--- config.mk ---
export PLATFORM = sky130hd
export DESIGN_NAME = bcc_bus_cycle_ctrl
export DESIGN_NICKNAME = d
export VERILOG_FILES = /design/src/inc/bcc_pkg.sv /design/src/bcc_bus_cycle_ctrl.sv
export SDC_FILE = /design/constraint.sdc
export NUM_CORES = 1
export LEC_CHECK = 0
export BUFFER_PORTS_ARGS = -buffer_cell sky130_fd_sc_hd__buf_2
export CORE_MARGIN = 10
export CORE_UTILIZATION = 55
export DETAILED_ROUTE_END_ITERATION = 10
export HOLD_SLACK_MARGIN = 0.1
export PLACE_DENSITY = 0.83
export SLEW_MARGIN = 20
export SYNTH_ARGS = -nofsm -noshare
export SYNTH_HDL_FRONTEND = slang
export SYNTH_SLANG_ARGS = --single-unit
--- constraint.sdc ---
create_clock -name CORE_CLK_I -period 2.16 [get_ports CORE_CLK_I]
set_input_delay 0.432 -clock CORE_CLK_I [delete_from_list [all_inputs] [get_ports CORE_CLK_I]]
set_output_delay 0.432 -clock CORE_CLK_I [all_outputs]
set_load 0.02 [all_outputs]
--- src/inc/bcc_pkg.sv ---
// bcc_pkg: constants and types for the bus cycle command controller.
// assumes one core clock at twice the bus master's processor clock.
package bcc_pkg;

  localparam int unsigned CLK_PERIOD_NS = 100;
  localparam int unsigned SYNC_STAGES   = 2;

  // input vector bit positions after synchronisation
  localparam int unsigned IN_W      = 9;
  localparam int unsigned IN_S0     = 0;
  localparam int unsigned IN_S1     = 1;
  localparam int unsigned IN_MIO    = 2;
  localparam int unsigned IN_READY  = 3;
  localparam int unsigned IN_CMDDLY = 4;
  localparam int unsigned IN_SEL    = 5;
  localparam int unsigned IN_GRANT  = 6;
  localparam int unsigned IN_STRAP  = 7;
  localparam int unsigned IN_SPARE  = 8;

  // command-state and grant-edge clock counts
  localparam logic [1:0] TC_CNT_MAX   = 2'h3;
  localparam logic [1:0] RD_CMD_DLY_0 = 2'h0;
  localparam logic [1:0] RD_CMD_DLY_1 = 2'h1;
  localparam logic [1:0] WR_CMD_DLY_0 = 2'h0;
  localparam logic [1:0] WR_CMD_DLY_1 = 2'h2;
  localparam logic [1:0] WR_DEN_DLY_1 = 2'h0;
  localparam logic [1:0] MCE_EXTRA    = 2'h0;
  localparam logic [1:0] GRANT_EDGES  = 2'h3;

  // output reset values
  localparam logic RST_STROBE_N = 1'b1;
  localparam logic RST_DIR      = 1'b1;
  localparam logic RST_DEN      = 1'b0;
  localparam logic RST_ALE      = 1'b0;
  localparam logic RST_MCE      = 1'b0;
  localparam logic RST_DRIVE    = 1'b1;

  typedef enum logic [2:0] {
    ST_IDLE = 3'h1,
    ST_STAT = 3'h2,
    ST_CMD  = 3'h4
  } bcc_state_t;

  // cycle code is {memory/io select, status bit 1, status bit 0}
  typedef enum logic [2:0] {
    CYC_INTERRUPT_ACK_STROBE  = 3'h0,
    CYC_IORD  = 3'h1,
    CYC_IOWR  = 3'h2,
    CYC_IDLE0 = 3'h3,
    CYC_HALT  = 3'h4,
    CYC_MRD   = 3'h5,
    CYC_MWR   = 3'h6,
    CYC_IDLE1 = 3'h7
  } bcc_cycle_t;

endpackage : bcc_pkg

--- src/bcc_bus_cycle_ctrl.sv ---
// bcc_bus_cycle_ctrl: decodes bus master status into timed command strobes,
// address latch, cascade enable and transceiver controls.
// assumes all pin inputs are asynchronous; they are synchronised first,
// so responses lag the pins by the synchroniser depth plus one clock, or plus two through the state register.
`timescale 1ns/1ns
// Behaviour
// - status state is followed by command state; repeated command states are wait states
// - ready sampled at end of each command state; high repeats it, low ends cycle
// - command and control outputs hold steady during wait states, except a strap-high write strobe, which starts in the first one
// - new status seen at end of ended command state goes straight to status
// - select and status bits decode into cycle kind; direction low only for reads
// - latch strobe and transceiver enable only for reads/writes; cascade only for acknowledge
// - all reads share one timing, all writes another; only strobe differs
// - halt drives nothing and ignores control inputs until next status
// - strap high delays command and write enable; strap low adds no delay
// - back-to-back cycles keep the same relative output timing
// - strap low: direction and enable stay high between consecutive writes
// - strap high: read strobes activate one clock later
// - strap high: write strobes activate two clocks later
// - strap high: write transceiver enable rises one clock later
// - strap high: transceiver enable always drops between cycles
// - latch strobe in second half of status state, unaffected by inputs
// - cascade enable lasts one clock longer than latch strobe when selected; unselected, both last one clock
// - select sampled at end of status; low keeps commands off, direction high after the status state
// - unselected cycle ignores delay, enable and ready until next status
// - select input is latched internally
// - strap low: write enable rises in status phase 2, dropped if unselected
// - shared-bus cycle needs both select and arbiter grant
// - idle, status and command states; cycle starts on either status low
// - delay input sampled from end of status until seen low
// - strap high: grant loss floats commands, grant gives enable then commands 3 edges later
// - strap low: enable low forces commands and transceiver enable inactive
module bcc_bus_cycle_ctrl #(
  parameter int unsigned SYNC_STAGES = bcc_pkg::SYNC_STAGES
) (
  input  wire logic CORE_CLK_I,
  input  wire logic RESETN_I,
  input  wire logic STATUS_BIT_0_N_I,
  input  wire logic STATUS_BIT_1_N_I,
  input  wire logic MEM_IO_SELECT_I,
  input  wire logic READY_N_I,
  input  wire logic COMMAND_DELAY_INPUT_I,
  input  wire logic LATCHED_CYCLE_SELECT_I,
  input  wire logic COMMAND_ENABLE_OR_GRANT_I,
  input  wire logic SYSTEM_BUS_TIMING_STRAP_I,
  output logic      INTERRUPT_ACK_STROBE_N_O,
  output logic      IO_READ_STROBE_N_O,
  output logic      IO_WRITE_STROBE_N_O,
  output logic      MEMORY_READ_STROBE_N_O,
  output logic      MEMORY_WRITE_STROBE_N_O,
  output logic      COMMAND_DRIVE_EN_O,
  output logic      ADDR_LATCH_STROBE_O,
  output logic      CASCADE_ADDRESS_ENABLE_O,
  output logic      TRANSCEIVER_ENABLE_O,
  output logic      TRANSFER_DIRECTION_O
);
  import bcc_pkg::*;

  function automatic logic is_read(input bcc_cycle_t k);
    is_read = (k == CYC_INTERRUPT_ACK_STROBE) || (k == CYC_IORD) || (k == CYC_MRD);
  endfunction : is_read

  function automatic logic is_write(input bcc_cycle_t k);
    is_write = (k == CYC_IOWR) || (k == CYC_MWR);
  endfunction : is_write

  // synchroniser: only the last stage is read by logic
  logic [IN_W-1:0] in_raw;
  logic [IN_W-1:0] sync_q [SYNC_STAGES];
  logic [IN_W-1:0] in_s;

  assign in_raw = {1'b0, SYSTEM_BUS_TIMING_STRAP_I, COMMAND_ENABLE_OR_GRANT_I,
                   LATCHED_CYCLE_SELECT_I, COMMAND_DELAY_INPUT_I, READY_N_I,
                   MEM_IO_SELECT_I, STATUS_BIT_1_N_I, STATUS_BIT_0_N_I};

  genvar g;
  generate
    for (g = 0; g < SYNC_STAGES; g++) begin : g_sync
      always_ff @(posedge CORE_CLK_I or negedge RESETN_I) begin
        if (!RESETN_I) begin
          sync_q[g] <= '1;
        end else if (g == 0) begin
          sync_q[g] <= in_raw;
        end else begin
          sync_q[g] <= sync_q[(g == 0) ? 0 : g - 1];
        end
      end
    end
  endgenerate

  assign in_s = sync_q[SYNC_STAGES-1];

  logic       strap_s;
  logic       grant_n_s;
  logic       stat_act;
  logic       new_cycle;
  bcc_cycle_t kind_dec;

  assign strap_s   = in_s[IN_STRAP];
  assign grant_n_s = in_s[IN_GRANT];
  assign stat_act  = ~in_s[IN_S1] | ~in_s[IN_S0];
  assign kind_dec  = bcc_cycle_t'({in_s[IN_MIO], in_s[IN_S1], in_s[IN_S0]});

  // edge on status, so a status held over two clocks starts only one cycle
  logic stat_prev_q;
  always_ff @(posedge CORE_CLK_I or negedge RESETN_I) begin
    if (!RESETN_I) begin
      stat_prev_q <= 1'b0;
    end else begin
      stat_prev_q <= stat_act;
    end
  end
  assign new_cycle = stat_act & ~stat_prev_q;

  // bus state machine
  bcc_state_t state_q;
  bcc_state_t state_d;
  bcc_cycle_t kind_q;
  logic [1:0] tc_cnt_q;
  logic       tc_ph2_q;
  logic       rw_cyc;

  assign rw_cyc = is_read(kind_q) | is_write(kind_q);

  always_comb begin
    state_d = state_q;
    case (state_q)
      ST_IDLE: begin
        if (new_cycle) begin
          state_d = ST_STAT;
        end
      end
      ST_STAT: begin
        // halt and unselected cycles leave the rest of the cycle to the status edge
        if (rw_cyc && in_s[IN_SEL]) begin
          state_d = ST_CMD;
        end else begin
          state_d = ST_IDLE;
        end
      end
      ST_CMD: begin
        if (tc_ph2_q && !in_s[IN_READY]) begin
          state_d = new_cycle ? ST_STAT : ST_IDLE;
        end
      end
      default: state_d = ST_IDLE;
    endcase
  end

  always_ff @(posedge CORE_CLK_I or negedge RESETN_I) begin
    if (!RESETN_I) begin
      state_q <= ST_IDLE;
    end else begin
      state_q <= state_d;
    end
  end

  always_ff @(posedge CORE_CLK_I or negedge RESETN_I) begin
    if (!RESETN_I) begin
      kind_q <= CYC_IDLE1;
    end else if (state_d == ST_STAT && state_q != ST_STAT) begin
      kind_q <= kind_dec;
    end
  end

  // clocks spent in command state; saturates so wait states change nothing
  always_ff @(posedge CORE_CLK_I or negedge RESETN_I) begin
    if (!RESETN_I) begin
      tc_cnt_q <= 2'h0;
      tc_ph2_q <= 1'b0;
    end else if (state_q != ST_CMD) begin
      tc_cnt_q <= 2'h0;
      tc_ph2_q <= 1'b0;
    end else begin
      tc_ph2_q <= ~tc_ph2_q;
      if (tc_cnt_q != TC_CNT_MAX) begin
        tc_cnt_q <= tc_cnt_q + 2'h1;
      end
    end
  end

  // select and command delay, captured at the end of status
  logic sel_q;
  logic cmd_ok_q;
  always_ff @(posedge CORE_CLK_I or negedge RESETN_I) begin
    if (!RESETN_I) begin
      sel_q <= 1'b0;
    end else if (state_q == ST_STAT) begin
      sel_q <= in_s[IN_SEL] & rw_cyc;
    end else if (state_q == ST_IDLE) begin
      sel_q <= 1'b0;
    end
  end

  always_ff @(posedge CORE_CLK_I or negedge RESETN_I) begin
    if (!RESETN_I) begin
      cmd_ok_q <= 1'b0;
    end else if (state_q == ST_STAT) begin
      cmd_ok_q <= ~in_s[IN_CMDDLY];
    end else if (state_q == ST_CMD) begin
      cmd_ok_q <= cmd_ok_q | ~in_s[IN_CMDDLY];
    end else begin
      cmd_ok_q <= 1'b0;
    end
  end

  // edges since the arbiter granted the shared bus
  logic [1:0] grant_cnt_q;
  always_ff @(posedge CORE_CLK_I or negedge RESETN_I) begin
    if (!RESETN_I) begin
      grant_cnt_q <= 2'h0;
    end else if (grant_n_s) begin
      grant_cnt_q <= 2'h0;
    end else if (grant_cnt_q != GRANT_EDGES) begin
      grant_cnt_q <= grant_cnt_q + 2'h1;
    end
  end

  // output decode
  logic rd;
  logic wr;
  logic in_stat;
  logic in_cmd;
  logic en_ok;
  logic cmd_allow;
  logic cmd_time;
  logic cmd_on;
  logic den_d;
  logic dir_d;
  logic ale_d;
  logic mce_d;

  always_comb begin
    rd      = is_read(kind_q);
    wr      = is_write(kind_q);
    in_stat = (state_q == ST_STAT);
    in_cmd  = (state_q == ST_CMD);
    // strap high: grant active low; strap low: enable active high
    en_ok   = strap_s ? ~grant_n_s : in_s[IN_GRANT];
    cmd_allow = sel_q & cmd_ok_q &
                (strap_s ? (grant_cnt_q == GRANT_EDGES) : en_ok);
    if (rd) begin
      cmd_time = tc_cnt_q >= (strap_s ? RD_CMD_DLY_1 : RD_CMD_DLY_0);
    end else begin
      cmd_time = tc_cnt_q >= (strap_s ? WR_CMD_DLY_1 : WR_CMD_DLY_0);
    end
    cmd_on = in_cmd & cmd_allow & cmd_time & (rd | wr);
    if (rd) begin
      den_d = in_cmd & sel_q & en_ok;
    end else if (wr && !strap_s) begin
      den_d = (in_stat | (in_cmd & sel_q)) & en_ok;
    end else if (wr) begin
      den_d = in_cmd & sel_q & en_ok &
              (tc_cnt_q >= WR_DEN_DLY_1);
    end else begin
      den_d = 1'b0;
    end
    dir_d = ~(rd & (in_stat | (in_cmd & sel_q)));
    ale_d = in_stat & (rd | wr);
    mce_d = (kind_q == CYC_INTERRUPT_ACK_STROBE) &
            (in_stat | (in_cmd & (tc_cnt_q == MCE_EXTRA)));
  end

  // registered outputs, one per concern
  always_ff @(posedge CORE_CLK_I or negedge RESETN_I) begin
    if (!RESETN_I) begin
      INTERRUPT_ACK_STROBE_N_O <= RST_STROBE_N;
      IO_READ_STROBE_N_O       <= RST_STROBE_N;
      IO_WRITE_STROBE_N_O      <= RST_STROBE_N;
      MEMORY_READ_STROBE_N_O   <= RST_STROBE_N;
      MEMORY_WRITE_STROBE_N_O  <= RST_STROBE_N;
    end else begin
      INTERRUPT_ACK_STROBE_N_O <= ~(cmd_on & (kind_q == CYC_INTERRUPT_ACK_STROBE));
      IO_READ_STROBE_N_O       <= ~(cmd_on & (kind_q == CYC_IORD));
      IO_WRITE_STROBE_N_O      <= ~(cmd_on & (kind_q == CYC_IOWR));
      MEMORY_READ_STROBE_N_O   <= ~(cmd_on & (kind_q == CYC_MRD));
      MEMORY_WRITE_STROBE_N_O  <= ~(cmd_on & (kind_q == CYC_MWR));
    end
  end

  always_ff @(posedge CORE_CLK_I or negedge RESETN_I) begin
    if (!RESETN_I) begin
      COMMAND_DRIVE_EN_O <= RST_DRIVE;
    end else begin
      // float only in shared-bus mode while the bus is not ours
      COMMAND_DRIVE_EN_O <= ~(strap_s & grant_n_s);
    end
  end

  always_ff @(posedge CORE_CLK_I or negedge RESETN_I) begin
    if (!RESETN_I) begin
      TRANSCEIVER_ENABLE_O <= RST_DEN;
      TRANSFER_DIRECTION_O <= RST_DIR;
    end else begin
      TRANSCEIVER_ENABLE_O <= den_d;
      TRANSFER_DIRECTION_O <= dir_d;
    end
  end

  always_ff @(posedge CORE_CLK_I or negedge RESETN_I) begin
    if (!RESETN_I) begin
      ADDR_LATCH_STROBE_O      <= RST_ALE;
      CASCADE_ADDRESS_ENABLE_O <= RST_MCE;
    end else begin
      ADDR_LATCH_STROBE_O      <= ale_d;
      CASCADE_ADDRESS_ENABLE_O <= mce_d;
    end
  end

endmodule : bcc_bus_cycle_ctrl

---- Yosys cells after proc, flatten, opt, wreduce, memory -nomap -nowiden ----
Index checks and enable logic that the tools add are counted.
storage, ports and cells
  flip-flop bits (word level) ............. 40
  bits of input ports ..................... 10
  output and inout port bits .............. 10
operators by class
  eq/ne operators ......................... 13
  mux-type cells .......................... 22
  magnitude comparators ................... 3
  reductions and logical operators ........ 14
  add/sub/neg operators ................... 2
  bitwise operators ....................... 39
operators by type and width
  cell                 count
  $and 1x1->1          21
  $not 1->1            13
  $mux 1               12
  $mux 2               6
  $eq 3x2->1 const B   3
  $eq 3x3->1 const B   3
  $mux 3               3
  $pmux 3 s3           1
  $eq 3x1->1 const B   2
  $reduce_bool 2->1    3
  $or 1x1->1           5
  $add 2x1->2 const B  2
  $logic_and 1x1->1    4
  $ne 2x2->1 const B   2
  $logic_not 3->1      1
  $logic_or 1x1->1     3
  $ne 3x2->1 const B   1
  $ne 3x3->1 const B   1
  $eq 2x2->1 const B   1
  $ge 2x1->1           1
  $ge 2x1->1 const B   1
  $ge 2x2->1           1
  $logic_not 1->1      2
  $logic_not 2->1      1

---- Longest topological paths before layout ----
Gate-level depths: netlist of the first run.
  word-level depth ........................ 9
  mapped depth ............................ 5

---- Least setup slack after synthesis of the first run ----
No wires, ideal clock.
  path kind ............................... register to register
  from .................................... reg state_q[0]
  to ...................................... reg kind_q[0]
  data required time ...................... 2.078 ns
  library setup time ...................... 0.082 ns
  setup slack ............................. 0.770 ns
  clock period less this slack ............ 1.390 ns
  arrival ................................. 1.308 ns
  cell stages (with the launch flop) ...... 5
  cell sequence ........................... dfstp_2 buf_6 and4bb_1 o21ai_2 mux2_2
between the ends
  longest elaborated chain between the ends .. 4
  elaborated cells on any way between the ends .. 9
ends and longest elaborated chain
  item                                RTL line                   source
  from (decl)                         bcc_bus_cycle_ctrl.sv:116  bcc_state_t state_q;
  from (signal assigned)              bcc_bus_cycle_ctrl.sv:154  state_q <= state_d;
  $eq 3x3->1 (tied with other cells)  bcc_bus_cycle_ctrl.sv:127  case (state_q)
  $pmux 3 s3                          bcc_bus_cycle_ctrl.sv:127
  $eq 3x2->1                          bcc_bus_cycle_ctrl.sv:161  end else if (state_d == ST_STAT && state_q != ST_STAT) begin
  $logic_and 1x1->1 *                 bcc_bus_cycle_ctrl.sv:161
  to (signal assigned)                bcc_bus_cycle_ctrl.sv:162  kind_q <= kind_dec;
  to (decl)                           bcc_bus_cycle_ctrl.sv:118  bcc_cycle_t kind_q;
Mark *: on every way between the ends. The rest lies on a longest branch, timed or not.
A chain may end at the register's enable or synchronous reset.

---- Final worst setup path of the first run ----
  from .................................... reg state_q[0]
  to ...................................... reg kind_q[1]
Same word-level chain as after synthesis.

==> results of run 1 <==
==> how the worst max path moves through the flow <==
stage	depth (start not counted)	start	slack, ps	end
2_1_floorplan	4	state_q[0]	770	kind_q[0]
3_3_place_gp	3	state_q[1]	720	IO_READ_STROBE_N_O
3_5_place_dp	3	state_q[0]	680	kind_q[1]
4_1_cts	3	state_q[1]	670	IO_WRITE_STROBE_N_O
5_1_grt	3	state_q[1]	600	IO_WRITE_STROBE_N_O
6_report	3	state_q[0]	680	kind_q[1]
==> layer usage <==
metal | GRT usage | share of wire
met1 | 0.1127 | 0.41
met2 | 0.1547 | 0.50
met3 | 0.03769 | 0.073
met4 | 0.04430 | 0.017
met5 | 0 | 0
==> critical path, cell delays in order (launching register included) <==
cell	delay (ps)
dfstp_2	620
and4bb_1	210
o21ai_2	220
mux2_2	370
==> metrics by stage <==
step           hold WS [ps]  std cells
2_1_floorplan         136.4        115
3_3_place_gp          345.2        163
3_5_place_dp          346.8        163
4_1_cts               163.2        171
5_1_grt               152.5        171
6_report              172.6        171
==> state kept, by name, summed over array words and instances, names as in the netlist, 2 cells and up <==
| signal | flops |
|---|---|
| kind_q | 3 |
| state_q | 3 |
| in_s | 8 |
| tc_cnt_q | 2 |
| sync_q | 8 |
| grant_cnt_q | 2 |
==> cell type report <==
cell class | instances | area (um^2) | share of cell area
flip-flops and latches | 40 | 1035 | 0.5916
repair buffers | 19 | 95.09 | 0.05436
clock inverters | 2 | 35.03 | 0.02003
well taps | 31 | 38.79 | 0.02217
inverters | 6 | 22.52 | 0.01288
clock buffers | 6 | 41.29 | 0.02361
multi-input cells | 67 | 481.7 | 0.2754
==> kinds of logic after synthesis <==
group / count (synthesis)
XOR/XNOR: 3
multiplexers: 6
flip-flops: 40
buffers and inverters: 8
AO/OA/AOI/OAI: 13
AND/OR/NAND/NOR: 39
adder cells (fa/ha/maj): 6
==> Yosys cell counts (2+ instances only) <==
cell and instances:
dfstp_2 27, dfrtp_1 13, nand2_1 8, nor2_1 7
a21oi_1 6, ha_1 6, inv_1 6, nor2b_1 5
mux2_2 3, mux2i_1 3, nand2b_1 3, nand3_1 3
buf_6 2, nor3b_1 2, o21ai_0 2, or3b_1 2
xor2_1 2
==> power groups by stage <==
stage / logic, mW / registers [mW] / clock network (mW)
after floorplan: 0.0851 / 0.864 / 0
after global placement: 0.115 / 0.873 / 0
after detailed placement: 0.121 / 0.876 / 0
after CTS: 0.121 / 0.863 / 0.484
after global routing: 0.136 / 0.872 / 0.510
final: 0.118 / 0.863 / 0.465
==> impl_metrics.toml, run 1 <==
[finish]
final_common_cell = "dfstp_2"
finalNetCount = 155
diodes = 0
n_fill_cell = 213
areaGrowthSynthToFinish_pct = 12.02
fin_area_mm2 = 0.001749
layout_common_cells = "dfstp_2, buf_2, dfrtp_1"
final_util = 0.6398
layout-drive-gt1-share = 0.4214

[sta]
hold_viol_final = 0
fin_crit_sh = 0.6867
maxSlewHeadroom = 0.4645
worst_slew_pin_slew_ps = 803.3
layout_setup_ws_ps = 676.7
layout_min_cycle_time_ps = 1483
setup_viol = 0
rsz0062_at_grt = "false"
slew_violations = 0
finClkSkew_ps = 4.395
final.setup.tns_ps = 0
fmax_ghz = 0.6742

[power_and_ir_drop]
ir_drop_uv = 653.4
switching_share = 0.2281
clkPwrFrac = 0.321
power_frac_comb = 0.082
p_int_mw = 1.117
p_sw_uw = 330.0
powerDensity_mw_per_mm2 = 827.2
seqPwrFrac = 0.597
power_mw = 1.447
p_leak_nw = 0.7791

[clock_tree]
cts_root_buffer = "clkbuf_4"
numCtsBuffers = 5
clk_pin_slew_ps = 110
cts_max_path_buffers = 2
clock-sinks = 40
postCtsHoldBufs = 0
cts-resized-gates = 0
tritoncts = "done"
ctsHtreeMaxLevel = 2
clock_latency_ps = 340
cts_setup_buffers = 0

[setup_path]
cp-start-kind = "flop"
path_class = "flop to flop"
endpoint_kind = "flop"
reg2reg_slack_ps = 680
required_ps = 2430
rr_worst_depth = 3
r2r-end = "kind_q[1]"
reg2reg_from = "state_q[0]"
path_max_fanout = 8
arrival_ps = 1750

[place]
gp_congestion = 0.7527
placed_area_mm2 = 0.001673
dp_hpwl_mm = 1.745
place_ws_ps = 684.6
port_buffers = 19

[yosys]
yosys-mux-area-fraction = 0.04087
synth-compound-area-share = 0.05048
netlist_instances = 115
synth_ff_type = "dfstp_2"
synth_xor_area_frac = 0.01683
synthAdderAreaFrac = 0.04808
synthTopCellsByArea = "dfstp_2, dfrtp_1, ha_1, mux2_2, nor2b_1"
synthDistinctLibCells = 32
ys_seq_area_frac = 0.6627
synthArstFlopShare = 1.000
synth_top_area_cell = "dfstp_2"
synth_edf_count = 0
ys_warn_count = 0
synthesis.nets = 131
synth_top_area_share = 0.4543
avgSynthCellArea_um2 = 13.58
synth-simple-area-share = 0.1522
synth_top_family_by_area = "simple AND/OR/NAND/NOR gates"
synth-seq-cells = 40
syn-cell-area_mm2 = 0.001561

[detailed_routing]
remaining_drc_errors = 0
wl_per_cell_um = 13.87
drt_first_iter_violations = 54
drt_first_pass_iters = 4
vias = 924
drt-total-wl_mm = 2.372
drtAntennaViolNets = 0
via_per_inst = 5.404

[min_path]
hold_path.class = "input pin to asynchronous set/reset pin"

[floorplan]
rows = 19
core_mm2 = 0.002734
die-area_mm2 = 0.005371
die_h_um = 73.29
ios = 20
start_util = 0.5712
fp.dieW_um = 73.29

[global_route]
globalRouteOverflowTotal = 0
grt_pass1_vias = 936
grt_pass1_wl_mm = 4.112
antenna_found_initial = 0
grt_util_all_layers = 0.09723
grt_max_degree = 41

[run]
max_cap_violations = 0

[outcome]
status = "complete, no violations"
(Power assumes the default switching activity.)
==> run 2: changes to the inputs <==
--- a/config.mk
+++ b/config.mk
@@ -5,6 +5,7 @@
 export SDC_FILE = /design/constraint.sdc
 export NUM_CORES = 1
 export LEC_CHECK = 0
+export ABC_AREA = 1
 export BUFFER_PORTS_ARGS = -buffer_cell sky130_fd_sc_hd__buf_2
 export CORE_MARGIN = 10
 export CORE_UTILIZATION = 55
==> constraint.sdc (replaced) <==
create_clock -name CORE_CLK_I -period 1.5 [get_ports CORE_CLK_I]
set_input_delay 0.3 -clock CORE_CLK_I [delete_from_list [all_inputs] [get_ports CORE_CLK_I]]
set_output_delay 0.3 -clock CORE_CLK_I [all_outputs]
set_load 0.02 [all_outputs]
==> impl_metrics.toml, run 2 <==
[sta]
layout_min_cycle_time_ps = 1380
maxSlewHeadroom = 0.6923
layout_setup_ws_ps = 119.6
setup_viol = 0
hold_viol_final = 0
worst_slew_pin_slew_ps = 461.5
fin_crit_sh = 0.9203
finClkSkew_ps = 11.96
slew_violations = 0
fmax_ghz = 0.7244
rsz0062_at_grt = "false"
final.setup.tns_ps = 0

[clock_tree]
cts_setup_buffers = 0
cts_root_buffer = "clkbuf_4"
ctsHtreeMaxLevel = 2
clock-sinks = 40
cts_max_path_buffers = 2
cts-resized-gates = 0
tritoncts = "done"
postCtsHoldBufs = 9
clock_latency_ps = 350
numCtsBuffers = 5
clk_pin_slew_ps = 120

[global_route]
grt_pass1_vias = 1059
globalRouteOverflowTotal = 0
grt_max_degree = 22
antenna_found_initial = 0
grt_pass1_wl_mm = 4.560
grt_util_all_layers = 0.1075

[place]
gp_congestion = 0.8101
place_ws_ps = 173.5
port_buffers = 19
dp_hpwl_mm = 1.975

[detailed_routing]
vias = 1046
drt_first_iter_violations = 49
drt_first_pass_iters = 4
remaining_drc_errors = 0
drt-total-wl_mm = 2.580
wl_per_cell_um = 12.34
via_per_inst = 5.005
drtAntennaViolNets = 0

[finish]
n_fill_cell = 207
finalNetCount = 193
layout-drive-gt1-share = 0.4270
multi_input_comb_area_um2 = 494.2
layout_common_cells = "nand2_1, dfstp_2, buf_2"
diodes = 0
regArea_mm2 = 0.001035
final_common_cell = "nand2_1"
areaGrowthSynthToFinish_pct = 20.47

[yosys]
synth_commonest_cells = "nand2_1, dfstp_2, inv_1"
synthDistinctLibCells = 23
avgSynthCellArea_um2 = 11.40
synthTopCellsByArea = "dfstp_2, dfrtp_1, nand2_1, ha_1, inv_1"
synthArstFlopShare = 1.000
synthesis.nets = 157
synth-seq-cells = 40
synth_top_area_share = 0.4412
synth_top_area_cell = "dfstp_2"
ys_warn_count = 0
netlist_instances = 141
ys_seq_area_frac = 0.6436
synth_edf_count = 0
synth_ff_type = "dfstp_2"
syn-cell-area_mm2 = 0.001608
yosysMostFrequentCell = "nand2_1"

[power_and_ir_drop]
power_mw = 2.675
powerDensity_mw_per_mm2 = 1381
ir_drop_uv = 1533
p_leak_nw = 0.9707

[floorplan]
core_mm2 = 0.002781
start_util = 0.5780
die-area_mm2 = 0.005486
fp.dieW_um = 74.07
ios = 20
rows = 19
die_h_um = 74.07

[setup_path]
required_ps = 1790
endpoint_kind = "flop"
path_class = "flop to flop"
path_max_fanout = 5
arrival_ps = 1680
cp-start-kind = "flop"

[run]
max_cap_violations = 0

[min_path]
hold_path.class = "flop to flop"

[outcome]
status = "complete, no violations"
-- run 2: cell types whose count changed in the layout (fill, tap and decap cells not counted), sizes merged, moves of 6 or more --
cell,delta
dlygate4sd3,+9
inv,+15
nand2,+28
nand3,+6
-- run 2: cell families after synthesis --
family | after synthesis | synth area share
DFF | 40 | 0.6436
xor gates and xnor gates | 2 | 0.01090
and+or+nand+nor | 63 | 0.1977
AOI/OAI and AO/OA | 8 | 0.04591
buffers and inverters | 21 | 0.04902
adders and majority gates | 6 | 0.04669
muxes | 1 | 0.006226
-- run 2: cell type report --
| cell class | count | share of cell area |
|---|---|---|
| inverter | 21 | 0.04070 |
| multi-input combinational | 80 | 0.2552 |
| sequential | 40 | 0.5342 |
| clock buffer | 5 | 0.01938 |
| timing repair buffer | 29 | 0.1059 |
| clock inverter | 3 | 0.02455 |
| tap | 31 | 0.02003 |
-- run 2: path summary, 6_finish.rpt --
kind                            start                       to  depth (start not counted)  slack [ps]
setup reg to reg              in_s[7]  MEMORY_WRITE_STROBE_N_O                          6         120
min in group asynchronous    RESETN_I              stat_prev_q                          2         420
setup / recovery              in_s[7]  MEMORY_WRITE_STROBE_N_O                          6         120
max in group asynchronous    RESETN_I               sync_q[13]                          3         530
hold / removal             sync_q[16]                  in_s[7]                          0         360
hold reg to reg            sync_q[16]                  in_s[7]                          0         360
-- run 2: routing by layer --
layer / vias up / routed length (um) / GRT usage
met5: - / 0 / 0
met3: 9 / 281 / 0.05186
met4: 0 / 77 / 0.05797
li1: 513 / - / -
met2: 32 / 1254 / 0.1780
met1: 492 / 966 / 0.1099
-- run 2: report_power, final --
group	switching (mW)	internal (mW)	total, mW
sequential	0.112	1.25	1.36
combinational	0.378	0.230	0.608
clock	0.354	0.356	0.710
total	0.844	1.83	2.68
-- run 2: per-stage QoR --
| step | instance area, um^2 | hold slack [ps] | cells | util |
|---|---|---|---|---|
| floorplan | 1608 | 4.409 | 141 | - |
| global placement | 1762 | 273.5 | 192 | 0.6334 |
| detailed placement | 1762 | 280.2 | 192 | 0.6334 |
| CTS | 1937 | 362.9 | 209 | 0.6964 |
| global route | 1937 | 366.7 | 209 | 0.6964 |
| finish | 1937 | 359.2 | 209 | 0.6964 |
-- run 2: worst max-delay path, cell delays in order (launching register included) --
cell	delay, ps
dfstp_2	590
ha_1	240
nor2_1	100
nand2_1	60
nor2_1	190
nor2_4	70
nand4_1	80
